<file path="src/pdm_defs.svh">
// Register map, field positions and reset values of the pulse density modulator
// =====================================================================
// Function
// - The modulator clock is the master clock divided by 1, 2, 4 ... 128 as the 3-bit select code goes 0 to 7.
// - The modulator clock is split into sixteen streams, stream n running at that clock over 2 to the (16-n).
// - A channel output combines the streams whose index is a set bit of its 16-bit density word.
// - Any density word 0..65535 is accepted and gives an average duty of the word over 65536.
// - The output is never continuously high; for full duty software drives the pin as plain I/O.
// - Bit 4 of the port B mode register routes channel one onto port B pin 2 while the modulator is enabled, else plain I/O.
// - Bit 6 of the port B mode register routes a modulator output onto port B pin 5, else plain I/O.
// - A second 16-bit density word, in high and low bytes, selects streams the same way.
`ifndef PDM_DEFS_SVH
`define PDM_DEFS_SVH

// =====================================================================
// Register indices; the byte address is four times the index
`define PDM_IDX_PORT_B_MODE  8'h27
`define PDM_IDX_DENS1_HIGH   8'h30
`define PDM_IDX_DENS1_LOW    8'h31
`define PDM_IDX_DENS2_HIGH   8'h32
`define PDM_IDX_DENS2_LOW    8'h33
`define PDM_IDX_MOD_CTRL     8'h36

// =====================================================================
// Field positions and writable masks
`define PDM_BIT_PIN5_SEL     6
`define PDM_BIT_PIN2_SEL     4
`define PDM_BIT_MOD_EN       4
`define PDM_CSEL_MSB         2
`define PDM_MASK_PORT_B_MODE 8'h50
`define PDM_MASK_MOD_CTRL    8'h17

// =====================================================================
// Reset values
`define PDM_RST_BYTE         8'h00
`define PDM_RST_WORD         32'h0000_0000

`endif

</file>
<file path="src/pdm_pkg.sv">
// Types shared by the pulse density modulator files
`default_nettype none

package pdm_pkg;

  // =====================================================================
  // Bus slave states
  typedef enum logic [0:0] {
    PDM_IDLE = 1'b0,
    PDM_RESP = 1'b1
  } pdm_apb_state_type;

  typedef logic [2:0] pdm_div_code_type;

endpackage

`default_nettype wire

</file>
<file path="src/pdm_clock_divider.sv">
// Modulator clock tick generator, divide by two to the select code
`timescale 1ns/1ps
`default_nettype none

module pdm_clock_divider #(
  parameter int DIV_W = 3
) (
  // Clock and reset
  input  wire logic             clk_i,
  input  wire logic             resetn_i,
  // Control
  input  wire logic             run_i,
  input  wire logic [DIV_W-1:0] code_i,
  // Modulator clock as a one-cycle tick
  output logic                  tick_o
);

  localparam int CW = (1 << DIV_W) - 1;

  generate
    if (DIV_W < 1 || DIV_W > 5) begin : g_check
      $error("pdm_clock_divider: DIV_W out of range");
    end
  endgenerate

  // Low counter bits, as many as the code, that must all be set for a tick
  function automatic logic [CW-1:0] low_mask(input logic [DIV_W-1:0] code);
    logic [CW-1:0] m;
    m = '0;
    for (int i = 0; i < CW; i++) begin
      m[i] = (i < int'(code));
    end
    return m;
  endfunction

  logic [CW-1:0] count;

  wire logic [CW-1:0] mask       = low_mask(code_i);
  wire logic [CW-1:0] next_count = count + CW'(1);

  assign tick_o = run_i && ((count & mask) == mask);

  // Held at zero while stopped so the first tick after enable is deterministic
  always_ff @(posedge clk_i or negedge resetn_i) begin
    if (!resetn_i) begin
      count <= '0;
    end else if (!run_i) begin
      count <= '0;
    end else begin
      count <= next_count;
    end
  end

endmodule

`default_nettype wire

</file>
<file path="src/pdm_rate_mult.sv">
// One binary rate multiplier channel
`timescale 1ns/1ps
`default_nettype none

module pdm_rate_mult #(
  parameter int W = 16
) (
  // Clock and reset
  input  wire logic         clk_i,
  input  wire logic         resetn_i,
  // Control
  input  wire logic         run_i,
  input  wire logic         tick_i,
  input  wire logic [W-1:0] density_i,
  // Channel output and counter state
  output logic              pulse_o,
  output logic [W-1:0]      count_o
);

  generate
    if (W < 2) begin : g_check
      $error("pdm_rate_mult: W too small");
    end
  endgenerate

  wire logic [W-1:0] next_count = count_o + W'(1);
  // Exactly one counter bit rises per tick, except on wrap, so streams never overlap
  wire logic [W-1:0] rise_bit   = ~count_o & next_count;
  wire logic [W-1:0] dens_rev;

  // Counter bit k rises at tick rate over 2^(k+1), which is stream W-1-k
  genvar k;
  generate
    for (k = 0; k < W; k++) begin : g_rev
      assign dens_rev[k] = density_i[W-1-k];
    end
  endgenerate

  wire logic fire = |(rise_bit & dens_rev);

  // Output holds for a whole modulator clock period, so duty is density over 2^W
  always_ff @(posedge clk_i or negedge resetn_i) begin
    if (!resetn_i) begin
      count_o <= '0;
      pulse_o <= 1'b0;
    end else if (!run_i) begin
      count_o <= '0;
      pulse_o <= 1'b0;
    end else if (tick_i) begin
      count_o <= next_count;
      pulse_o <= fire;
    end
  end

endmodule

`default_nettype wire

</file>
<file path="src/pdm_modulator.sv">
// Two-channel pulse density modulator with APB registers and port B pin routing
//
// The APB register port was decided locally.
`timescale 1ns/1ps
`default_nettype none
`include "pdm_defs.svh"

module pdm_modulator #(
  parameter int ADDR_W = 12,
  parameter int DENS_W = 16,
  parameter int DIV_W  = 3
) (
  // Clock and reset
  input  wire logic              clk_i,
  input  wire logic              resetn_i,
  // APB slave
  input  wire logic              psel_i,
  input  wire logic              penable_i,
  input  wire logic              pwrite_i,
  input  wire logic [ADDR_W-1:0] paddr_i,
  input  wire logic [31:0]       pwdata_i,
  input  wire logic [3:0]        pstrb_i,
  output logic                   pready_o,
  output logic [31:0]            prdata_o,
  output logic                   pslverr_o,
  // Port B plain I/O data from the port logic
  input  wire logic              gpio_pin2_i,
  input  wire logic              gpio_pin5_i,
  // Port B pin levels after the output multiplexer
  output logic                   pin2_o,
  output logic                   pin5_o
);

  generate
    if (ADDR_W < 10) begin : g_addr_check
      $error("pdm_modulator: ADDR_W must be at least 10");
    end
    if (DENS_W != 16 || DIV_W != 3) begin : g_width_check
      $error("pdm_modulator: register layout needs DENS_W 16 and DIV_W 3");
    end
  endgenerate

  // =====================================================================
  // Registers
  pdm_pkg::pdm_apb_state_type state;
  logic [7:0]                 port_b_mode;
  logic [7:0]                 density1_high;
  logic [7:0]                 density1_low;
  logic [7:0]                 density2_high;
  logic [7:0]                 density2_low;
  logic [7:0]                 modulator_control;

  // =====================================================================
  // Address decode
  wire logic [7:0] idx        = paddr_i[9:2];
  wire logic       upper_zero = (paddr_i[ADDR_W-1:10] == '0);
  wire logic       hit_mode   = upper_zero && (idx == `PDM_IDX_PORT_B_MODE);
  wire logic       hit_d1h    = upper_zero && (idx == `PDM_IDX_DENS1_HIGH);
  wire logic       hit_d1l    = upper_zero && (idx == `PDM_IDX_DENS1_LOW);
  wire logic       hit_d2h    = upper_zero && (idx == `PDM_IDX_DENS2_HIGH);
  wire logic       hit_d2l    = upper_zero && (idx == `PDM_IDX_DENS2_LOW);
  wire logic       hit_ctrl   = upper_zero && (idx == `PDM_IDX_MOD_CTRL);
  wire logic       hit_any    = hit_mode | hit_d1h | hit_d1l | hit_d2h | hit_d2l | hit_ctrl;

  // Writes land only on the edge where pready is seen high
  wire logic acc_req  = psel_i && penable_i;
  wire logic acc_done = acc_req && (state == pdm_pkg::PDM_RESP);
  wire logic wr_fire  = acc_done && pwrite_i && pstrb_i[0];

  wire logic [7:0] rd_byte =
      hit_mode ? port_b_mode :
      hit_d1h  ? density1_high :
      hit_d1l  ? density1_low :
      hit_d2h  ? density2_high :
      hit_d2l  ? density2_low :
      hit_ctrl ? modulator_control : `PDM_RST_BYTE;

  wire logic [31:0] next_prdata = pwrite_i ? `PDM_RST_WORD : {24'h00_0000, rd_byte};

  // =====================================================================
  // Control fields
  wire logic                     modulator_enable       = modulator_control[`PDM_BIT_MOD_EN];
  wire pdm_pkg::pdm_div_code_type modulator_clock_select = modulator_control[`PDM_CSEL_MSB:0];
  wire logic                     pin2_output_select     = port_b_mode[`PDM_BIT_PIN2_SEL];
  wire logic                     pin5_output_select     = port_b_mode[`PDM_BIT_PIN5_SEL];
  wire logic [DENS_W-1:0]        density_word_one       = {density1_high, density1_low};
  wire logic [DENS_W-1:0]        density_word_two       = {density2_high, density2_low};

  // =====================================================================
  // APB slave: one wait cycle, then pready with data
  always_ff @(posedge clk_i or negedge resetn_i) begin
    if (!resetn_i) begin
      state     <= pdm_pkg::PDM_IDLE;
      pready_o  <= 1'b0;
      prdata_o  <= `PDM_RST_WORD;
      pslverr_o <= 1'b0;
    end else begin
      case (state)
        pdm_pkg::PDM_IDLE: begin
          if (acc_req) begin
            state     <= pdm_pkg::PDM_RESP;
            pready_o  <= 1'b1;
            prdata_o  <= next_prdata;
            pslverr_o <= !hit_any;
          end
        end
        pdm_pkg::PDM_RESP: begin
          state     <= pdm_pkg::PDM_IDLE;
          pready_o  <= 1'b0;
          prdata_o  <= `PDM_RST_WORD;
          pslverr_o <= 1'b0;
        end
        default: begin
          state    <= pdm_pkg::PDM_IDLE;
          pready_o <= 1'b0;
        end
      endcase
    end
  end

  // =====================================================================
  // Register file; unimplemented bits stay zero
  always_ff @(posedge clk_i or negedge resetn_i) begin
    if (!resetn_i) begin
      port_b_mode       <= `PDM_RST_BYTE;
      density1_high     <= `PDM_RST_BYTE;
      density1_low      <= `PDM_RST_BYTE;
      density2_high     <= `PDM_RST_BYTE;
      density2_low      <= `PDM_RST_BYTE;
      modulator_control <= `PDM_RST_BYTE;
    end else if (wr_fire) begin
      if (hit_mode) port_b_mode <= pwdata_i[7:0] & `PDM_MASK_PORT_B_MODE;
      if (hit_d1h) density1_high <= pwdata_i[7:0];
      if (hit_d1l) density1_low <= pwdata_i[7:0];
      if (hit_d2h) density2_high <= pwdata_i[7:0];
      if (hit_d2l) density2_low <= pwdata_i[7:0];
      if (hit_ctrl) modulator_control <= pwdata_i[7:0] & `PDM_MASK_MOD_CTRL;
    end
  end

  // =====================================================================
  // Modulator clock and the two channels
  wire  logic          tick;
  wire  logic [1:0]    chan_pulse;
  logic [DENS_W-1:0]   chan_count [2];
  wire  logic [DENS_W-1:0] chan_density [2];

  assign chan_density[0] = density_word_one;
  assign chan_density[1] = density_word_two;

  pdm_clock_divider #(
    .DIV_W (DIV_W)
  ) u_divider (
    .clk_i    (clk_i),
    .resetn_i (resetn_i),
    .run_i    (modulator_enable),
    .code_i   (modulator_clock_select),
    .tick_o   (tick)
  );

  genvar c;
  generate
    for (c = 0; c < 2; c++) begin : g_chan
      pdm_rate_mult #(
        .W (DENS_W)
      ) u_chan (
        .clk_i     (clk_i),
        .resetn_i  (resetn_i),
        .run_i     (modulator_enable),
        .tick_i    (tick),
        .density_i (chan_density[c]),
        .pulse_o   (chan_pulse[c]),
        .count_o   (chan_count[c])
      );
    end
  endgenerate

  // =====================================================================
  // Port B output multiplexer
  // A disabled modulator hands pin 2 back to plain I/O even if its select is set
  wire logic next_pin2 = (pin2_output_select && modulator_enable) ? chan_pulse[0] : gpio_pin2_i;
  // Pin 5 shows the idle-low channel while the modulator is stopped
  wire logic next_pin5 = pin5_output_select ? chan_pulse[1] : gpio_pin5_i;

  always_ff @(posedge clk_i or negedge resetn_i) begin
    if (!resetn_i) begin
      pin2_o <= 1'b0;
      pin5_o <= 1'b0;
    end else begin
      pin2_o <= next_pin2;
      pin5_o <= next_pin5;
    end
  end

  // =====================================================================
  // Assertions
  a_div_by_one: assert property (
    @(posedge clk_i) disable iff (!resetn_i)
    (modulator_enable && modulator_clock_select == 3'h0) |-> tick
  ) else $error("tick missing with divide by one");

  a_div_by_four: assert property (
    @(posedge clk_i) disable iff (!resetn_i)
    (tick && modulator_enable && modulator_clock_select == 3'h2)
      ##1 (modulator_enable && modulator_clock_select == 3'h2) [*4]
    |-> tick && !$past(tick, 1) && !$past(tick, 2) && !$past(tick, 3)
  ) else $error("divide by four tick spacing wrong");

  a_count_step: assert property (
    @(posedge clk_i) disable iff (!resetn_i)
    (modulator_enable && tick) ##1 modulator_enable
    |-> chan_count[0] == 16'(($past(chan_count[0]) + 16'h0001))
  ) else $error("channel counter did not advance on tick");

  a_count_hold: assert property (
    @(posedge clk_i) disable iff (!resetn_i)
    (modulator_enable && !tick) ##1 modulator_enable |-> $stable(chan_count[1])
  ) else $error("channel counter moved without tick");

  a_stream_top: assert property (
    @(posedge clk_i) disable iff (!resetn_i)
    (modulator_enable && modulator_clock_select == 3'h0 && density_word_one == 16'h8000) [*3]
    |-> chan_pulse[0] != $past(chan_pulse[0])
  ) else $error("top stream does not toggle at half rate");

  a_zero_density: assert property (
    @(posedge clk_i) disable iff (!resetn_i)
    (tick && density_word_one == 16'h0000) |=> !chan_pulse[0]
  ) else $error("zero density produced a pulse");

  a_never_full: assert property (
    @(posedge clk_i) disable iff (!resetn_i)
    (modulator_enable && tick && chan_count[0] == 16'hffff) ##1 modulator_enable
    |-> !chan_pulse[0]
  ) else $error("channel high across counter wrap");

  a_pin2_gpio: assert property (
    @(posedge clk_i) disable iff (!resetn_i)
    !(pin2_output_select && modulator_enable) |=> pin2_o == $past(gpio_pin2_i)
  ) else $error("pin 2 not plain I/O");

  a_pin2_route: assert property (
    @(posedge clk_i) disable iff (!resetn_i)
    (pin2_output_select && modulator_enable) |=> pin2_o == $past(chan_pulse[0])
  ) else $error("pin 2 not carrying channel one");

  a_pin5_route: assert property (
    @(posedge clk_i) disable iff (!resetn_i)
    pin5_output_select |=> pin5_o == $past(chan_pulse[1])
  ) else $error("pin 5 not carrying channel two");

  a_pin5_gpio: assert property (
    @(posedge clk_i) disable iff (!resetn_i)
    !pin5_output_select |=> pin5_o == $past(gpio_pin5_i)
  ) else $error("pin 5 not plain I/O");

  a_dens2_write: assert property (
    @(posedge clk_i) disable iff (!resetn_i)
    (wr_fire && hit_d2h) |=> density2_high == $past(pwdata_i[7:0]) && $stable(density2_low)
  ) else $error("second density high byte write lost");

  a_apb_wait: assert property (
    @(posedge clk_i) disable iff (!resetn_i)
    (acc_req && !pready_o) |=> pready_o ##1 !pready_o
  ) else $error("pready not a single cycle after one wait");

  // Bus answers stand one cycle and are zero in between
  a_idle_quiet: assert property (
    @(posedge clk_i) disable iff (!resetn_i)
    !pready_o |-> prdata_o == 32'h0000_0000 && !pslverr_o
  ) else $error("bus answer outside its cycle");

  a_slverr_map: assert property (
    @(posedge clk_i) disable iff (!resetn_i)
    (acc_req && !pready_o) |=> pslverr_o != $past(hit_any)
  ) else $error("error response does not match the map");

  a_strobe_drop: assert property (
    @(posedge clk_i) disable iff (!resetn_i)
    (acc_done && pwrite_i && !pstrb_i[0]) |=> $stable(density1_high) && $stable(port_b_mode)
  ) else $error("write without low strobe changed a register");

  a_mode_write: assert property (
    @(posedge clk_i) disable iff (!resetn_i)
    (wr_fire && hit_mode) |=> port_b_mode == ($past(pwdata_i[7:0]) & `PDM_MASK_PORT_B_MODE)
  ) else $error("port B mode write lost");

  a_dens1_write: assert property (
    @(posedge clk_i) disable iff (!resetn_i)
    (wr_fire && hit_d1l) |=> density1_low == $past(pwdata_i[7:0]) && $stable(density1_high)
  ) else $error("first density low byte write lost");

  a_pulse_hold: assert property (
    @(posedge clk_i) disable iff (!resetn_i)
    (modulator_enable && !tick) ##1 modulator_enable |-> $stable(chan_pulse[0])
  ) else $error("channel one changed between ticks");

  a_chan_stopped: assert property (
    @(posedge clk_i) disable iff (!resetn_i)
    !modulator_enable |=> chan_count[0] == 16'h0000 && chan_count[1] == 16'h0000 && chan_pulse == 2'b00
  ) else $error("channels run while disabled");

  a_pin5_stopped: assert property (
    @(posedge clk_i) disable iff (!resetn_i)
    (!modulator_enable && !$past(modulator_enable) && pin5_output_select) |=> !pin5_o
  ) else $error("pin 5 high while the modulator is stopped");

endmodule

`default_nettype wire

</file>
<file path="config.mk">
export PLATFORM = sky130hd
export DESIGN_NAME = pdm_modulator
export DESIGN_NICKNAME = d
export VERILOG_FILES = /design/src/pdm_pkg.sv /design/src/pdm_clock_divider.sv /design/src/pdm_rate_mult.sv /design/src/pdm_modulator.sv
export VERILOG_INCLUDE_DIRS = /design/src
export SDC_FILE = /design/constraint.sdc
export NUM_CORES = 1
export LEC_CHECK = 0
export BUFFER_PORTS_ARGS = -buffer_cell sky130_fd_sc_hd__buf_2
export CORE_UTILIZATION = 48
export DETAILED_ROUTE_END_ITERATION = 12
export MAX_ROUTING_LAYER = met4
export PLACE_DENSITY = 0.78
export SETUP_SLACK_MARGIN = 0.15
export SLEW_MARGIN = 20
export SYNTH_ARGS = -nofsm -noshare
export SYNTH_HDL_FRONTEND = slang
export SYNTH_SLANG_ARGS = --single-unit
</file>
<file path="constraint.sdc">
create_clock -name clk_i -period 2 [get_ports clk_i]
set_clock_uncertainty 0.15 [all_clocks]
set_input_delay 0.3 -clock clk_i [delete_from_list [all_inputs] [get_ports clk_i]]
set_output_delay 0.3 -clock clk_i [all_outputs]
set_load 0.02 [all_outputs]
</file>
==> After elaboration in Yosys (flattened, before gate mapping) <==
Index checks and enable logic that the tools add are counted.
{ "word_totals": {"ff_bits": 116, "out_inout_bits": 36} }
{ "classes": {"n_addsub": 3, "magnitude_cmp": 7, "n_eq_ne": 9, "muxes": 26, "bitwise": 13, "n_reduce_logical": 22} }
{ "ops": {"columns": ["cell", "n"], "rows": [
  ["$and A16 B16 Y16", 4],
  ["$mux W16", 4],
  ["$pmux W32 S2", 1],
  ["$eq A8 B6 Y1 const B", 6],
  ["$mux W8", 6],
  ["$add A16 B1 Y16 const B", 2],
  ["$mux W32", 1],
  ["$not A16 Y16", 2],
  ["$reduce_or A16 Y1", 2],
  ["$logic_and A1 B1 Y1", 12],
  ["$reduce_and A2 Y1", 6],
  ["$lt A3 B3 Y1 const A", 3],
  ["$mux W1", 9],
  ["$add A7 B1 Y7 const B", 1],
  ["$and A7 B7 Y7", 1],
  ["$eq A7 B7 Y1", 1],
  ["$mux W7", 1],
  ["$lt A1 B3 Y1 const A", 2],
  ["$lt A2 B3 Y1 const A", 2],
  ["$pmux W1 S2", 3],
  ["$mux W5", 1],
  ["$or A1 B1 Y1", 5],
  ["$logic_not A2 Y1", 1],
  ["$ne A2 B1 Y1 const B", 1],
  ["other kinds (3)", 3]
]} }

==> Depth between registers and ports, before layout <==
{ "logic_depth": {"ltp_word": 11, "mapped_depth": 11} }

==> Modules after synthesis <==
Synthesis repeated with hierarchy kept, for this count alone.
{ "hier_totals": {"cells_unflattened": 468, "hier_area_um2": 5241.3} }
{ "by_module_without_submodules": {"columns": ["module", "n_inst", "cells_per_inst", "area_each_um2"], "rows": [
  ["pdm_modulator", 1, 199, 2590.0],
  ["pdm_rate_mult", 2, 116, 1144.8],
  ["pdm_clock_divider", 1, 37, 361.6]
]} }

==> Worst setup path before layout <==
Ideal clock, no wire load.
{ "synth_timing": {"kind": "input -> register", "startpoint": "input port paddr_i[5]", "endpoint": "register density2_high[0]", "arrival_ns": 1.873, "slack_ns": -0.148, "cell_stages": 6, "path_buffers": 1, "path_cell_list": "nor4b_4 nand2_1 or2_1 buf_2 nor4_4 mux2_2"} }
{ "synth_between": {"elab_chain_len": 3} }
{ "synth_lines": {"columns": ["element", "line_no", "text"], "rows": [
  ["from (decl)", "pdm_modulator.sv:20", "input wire logic [ADDR_W-1:0] paddr_i,"],
  ["$eq A8 B6 Y1 (no source line)", null, null],
  ["$logic_and A1 B1 Y1", "pdm_modulator.sv:60", "wire logic hit_d2h = upper_zero && (idx == `PDM_IDX_DENS2_HIGH);"],
  ["$reduce_and A2 Y1 (no source line)", null, null],
  ["to (signal assigned)", "pdm_modulator.sv:128", "density2_high <= `PDM_RST_BYTE;"],
  ["to (signal assigned)", "pdm_modulator.sv:135", "if (hit_d2h) density2_high <= pwdata_i[7:0];"],
  ["to (decl)", "pdm_modulator.sv:49", "logic [7:0] density2_high;"]
]} }
No other way between the ends.
A chain may end at the register's enable or synchronous reset.

==> Worst setup path after layout <==
{ "layout_timing": {"startpoint": "register g_chan[0].u_chan.count_o[0]", "endpoint": "register g_chan[0].u_chan.pulse_o"} }
{ "layout_between": {"elab_chain_len": 6, "word_cells_on_any_way": 7, "classes_between": "1 x add/sub; 2 x mux; 3 x bitwise; 1 x reduce/logical"} }
{ "layout_lines": {"columns": ["element", "line_no", "text"], "rows": [
  ["from (decl)", "pdm_rate_mult.sv:17", "output logic [W-1:0] count_o"],
  ["from (signal assigned)", "pdm_rate_mult.sv:50", "count_o <= next_count;"],
  ["$add A16 B1 Y16 / $not A16 Y16 (equally long branches)", "pdm_rate_mult.sv:26, pdm_rate_mult.sv:28", null],
  ["$and A16 B16 Y16 *", "pdm_rate_mult.sv:28", "wire logic [W-1:0] rise_bit = ~count_o & next_count;"],
  ["$and A16 B16 Y16 *", "pdm_rate_mult.sv:39", "wire logic fire = |(rise_bit & dens_rev);"],
  ["$reduce_or A16 Y1 *", "pdm_rate_mult.sv:39", null],
  ["$mux W1 *", "pdm_rate_mult.sv:49", "end else if (tick_i) begin"],
  ["$mux W1 *", "pdm_rate_mult.sv:46", "end else if (!run_i) begin"],
  ["to (signal assigned)", "pdm_rate_mult.sv:51", "pulse_o <= fire;"],
  ["to (decl)", "pdm_rate_mult.sv:16", "output logic pulse_o,"]
]} }
Every way passes the cells marked *; elsewhere a longest branch is shown, timed or not. The select of a mux whose other input is x is not followed.

==> metrics.txt <==
Post-synth top flop dfrtp_1; vias around 4,200; GR Util met3 between 4 and 5%; logic gate share of total power under 10%; Avg Synthesized Cell Area 10.60 um2; r2r setup slk -270 ps; internal power around 2.7 mW; Routability Congestion 0.8479; Routed Antenna Nets 0; H-tree levels 3; EDFF count, synth 0; Post-DP HPWL ~9000 um; Seq/Total Area, Yosys between 40% and 50%; Worst Path Required 2160 ps; switching pwr around 0.86 mW; CTS tree done; status finished with violations; top-area cell type share of the netlist area between 40% and 50%; hold path start gpio_pin5_i; busiest grt layer met2; reg2reg path depth 11; Startpoint Class register; Root Driver clkbuf_8; # rows 37; final WL 13,560 um; Hold Path Cell Cnt 2; CTS Buffer Depth 2; Die Ht between 100 and 150 um; Critical R2R Launch g_chan[0].u_chan.count_o[0]; Synth area leader dfrtp_1; most frequent cell after synthesis dfrtp_1; VDD IR max 358.7 uV; Clk pwr share about two fifths; Cell variety after synth 46; Layout Nets between 600 and 700; full die area roughly 11,000 um2; period utilization 113.7%; MaxCap Viol Count 0; TritonCTS buffer count 9; Worst-Skew Late Latency about 370 ps; Reg clk slew, reported paths around 90 ps; Highest Clock Rate between 0.4 and 0.5 GHz; Tot Pwr 3.581 mW; fin util about two thirds; final worst setup slack -274.4 ps; layout cells sized above 1 approximately 40%; Sw Ratio ~24%; CTS Sinks approximately 90; Yosys reg bits 92; first-pass GRT wire length 20,250 um; crit path from g_chan[0].u_chan.count_o[0]; Initial Util 49.59%; ant diodes 0; critical path peak fanout 3; failing checks setup timing; pwr/cell area 528.4 nW/um2; Residual DRC 0; mapped cell area 5120 um2; Mapped Cells around 480; P&R area growth vs syn 32.38%; critical path class register to register; final number of setup-violating endpoints 2; sequential power share approximately 52%; vias in the first global route roughly 4,000; DIE WIDTH 105.3 um; Final Hold Violating Endpoints 0; largest net degree at the start of global routing between 40 and 50; DR vias/cell about 5.7; total congestion overflow 0; top cells by count, synth dfrtp_1, nand2_1, inv_1, mux2_2, ha_1; DRT iter0 DRCs approximately 280; Hold Crit Class input port to register; r2r endpoint g_chan[0].u_chan.pulse_o; met1 Use GR a little under a third; ys async rst share 100.0%; P_leak between 3 and 4 nW; I/O pin cnt a little over 90; Port-buffer cells 37; Core ar. between 10,000 and 15,000 um2; GRT met2 Usage between 40% and 50%; wire per inst between 15 and 20 um; RSZ-0062 raised after global routing yes; Crit. End Element register; Yosys Warn Count 0; top cells by area, synth dfrtp_1, mux2_2, ha_1; Slew Viols, Final 0; CP arrival between 2000 and 2500 ps; Hold EP pin5_o; total track usage roughly a quarter; TritonRoute pass-1 iters 5; initial antenna violation count 0; minimum clock period 2274 ps
-- registers in the layout (all words and copies together), names as in the netlist, 4 cells and up --
signal	count
density2_high	8
prdata_o	8
density2_low	8
modulator_control	4
density1_high	8
g_chan.u_chan.count_o	32
u_divider.count	7
density1_low	8
-- placed cells by master, fill, tap and decap left out, types with 5 or more instances in the layout --
cell       n
and3_1     6
buf_6      8
clkbuf_8  11
nand2_2   22
o21ai_0   14
ha_1      28
o221ai_1   6
buf_8      5
nand3_1   11
buf_2     35
mux2_2    14
mux2i_1    9
inv_1     36
buf_12     6
dfrtp_1   91
mux2_4    24
nor2_1    21
and2_1    10
nand4_1    7
nand2_1   27
o211a_1   31
buf_4     68
conb_1    24
-- final cells by class --
class	instances	area [um2]
Inverter	38	142.6
Tap cell	136	170.2
Clock inverter	5	82.58
Multi-Input combinational cell	333	2844
Timing Repair Buffer	127	1084
Fill cell	707	3546
Sequential cell	92	2303
Clock buffer	11	151.4
-- repair_timing --
action	4_1_cts	5_1_grt
buffers inserted	16	10
hold endpoints to repair	26	0
hold buffers	1	0
pin swaps	13	34
gates resized for setup	20	55
setup endpoints to repair	47	49
cloned	2	3
-- worst max-delay path by stage --
stage | to
floorplan | density2_high[0]
global placement | density1_high[5]
detailed placement | density1_high[4]
CTS | g_chan[1].u_chan.pulse_o
global route | g_chan[0].u_chan.pulse_o
finish | g_chan[0].u_chan.pulse_o
-- through the flow --
stage               instance area, um2  hold slack, ps  TNS (ps)  setup WS (ps)  instances
finish                            6778           17.07    -474.7         -274.4        742
global route                      6778           14.03    -780.5         -369.7        742
CTS                               6449           11.78    -294.9         -152.2        730
detailed placement                5928           100.4     -8152         -283.7        695
global placement                  5928           90.13     -7378         -234.2        695
floorplan                         5331          -145.6     -2255         -140.9        506
-- routing by layer --
metal | wire length, um | vias to the layer above
li1 | - | 1911
met1 | 5741 | 2108
met2 | 6673 | 187
met3 | 793 | 29
met4 | 352 | 0
met5 | 0 | -
-- cells by family (layout without fill, tap and decap cells) --
kind of cell | count (synthesis) | count (layout) | share of synthesized area [%]
and+or+nand+nor | 140 | 140 | 14.20
DFF | 92 | 92 | 44.97
buffers and inverters | 81 | 181 | 7.747
AOI/OAI and AO/OA | 79 | 79 | 12.76
muxes | 50 | 50 | 11.00
adders and majority gates | 33 | 33 | 8.065
xor gates and xnor gates | 7 | 7 | 1.197
other | 1 | 24 | 0.07324
-- power groups by stage --
stage / logic (mW) / clock network (mW) / registers [mW]
after global routing: 0.269 / 1.57 / 1.87
after detailed placement: 0.239 / 0 / 1.91
after CTS: 0.242 / 1.47 / 1.87
after floorplan: 0.135 / 0 / 1.92
final: 0.248 / 1.46 / 1.87
after global placement: 0.232 / 0 / 1.91
-- worst max-delay path, cell delays in order, from the launching register on --
cell and delay [ps]:
dfrtp_1 390, ha_2 190, nand4_1 170, nor3_2 300, nand2_1 110, nor2_1 130
ha_2 190, a22o_1 140, a221oi_2 40, and3_1 190, nand4_1 90, o211a_1 150
Note: power is estimated with default switching activity, not from simulation.
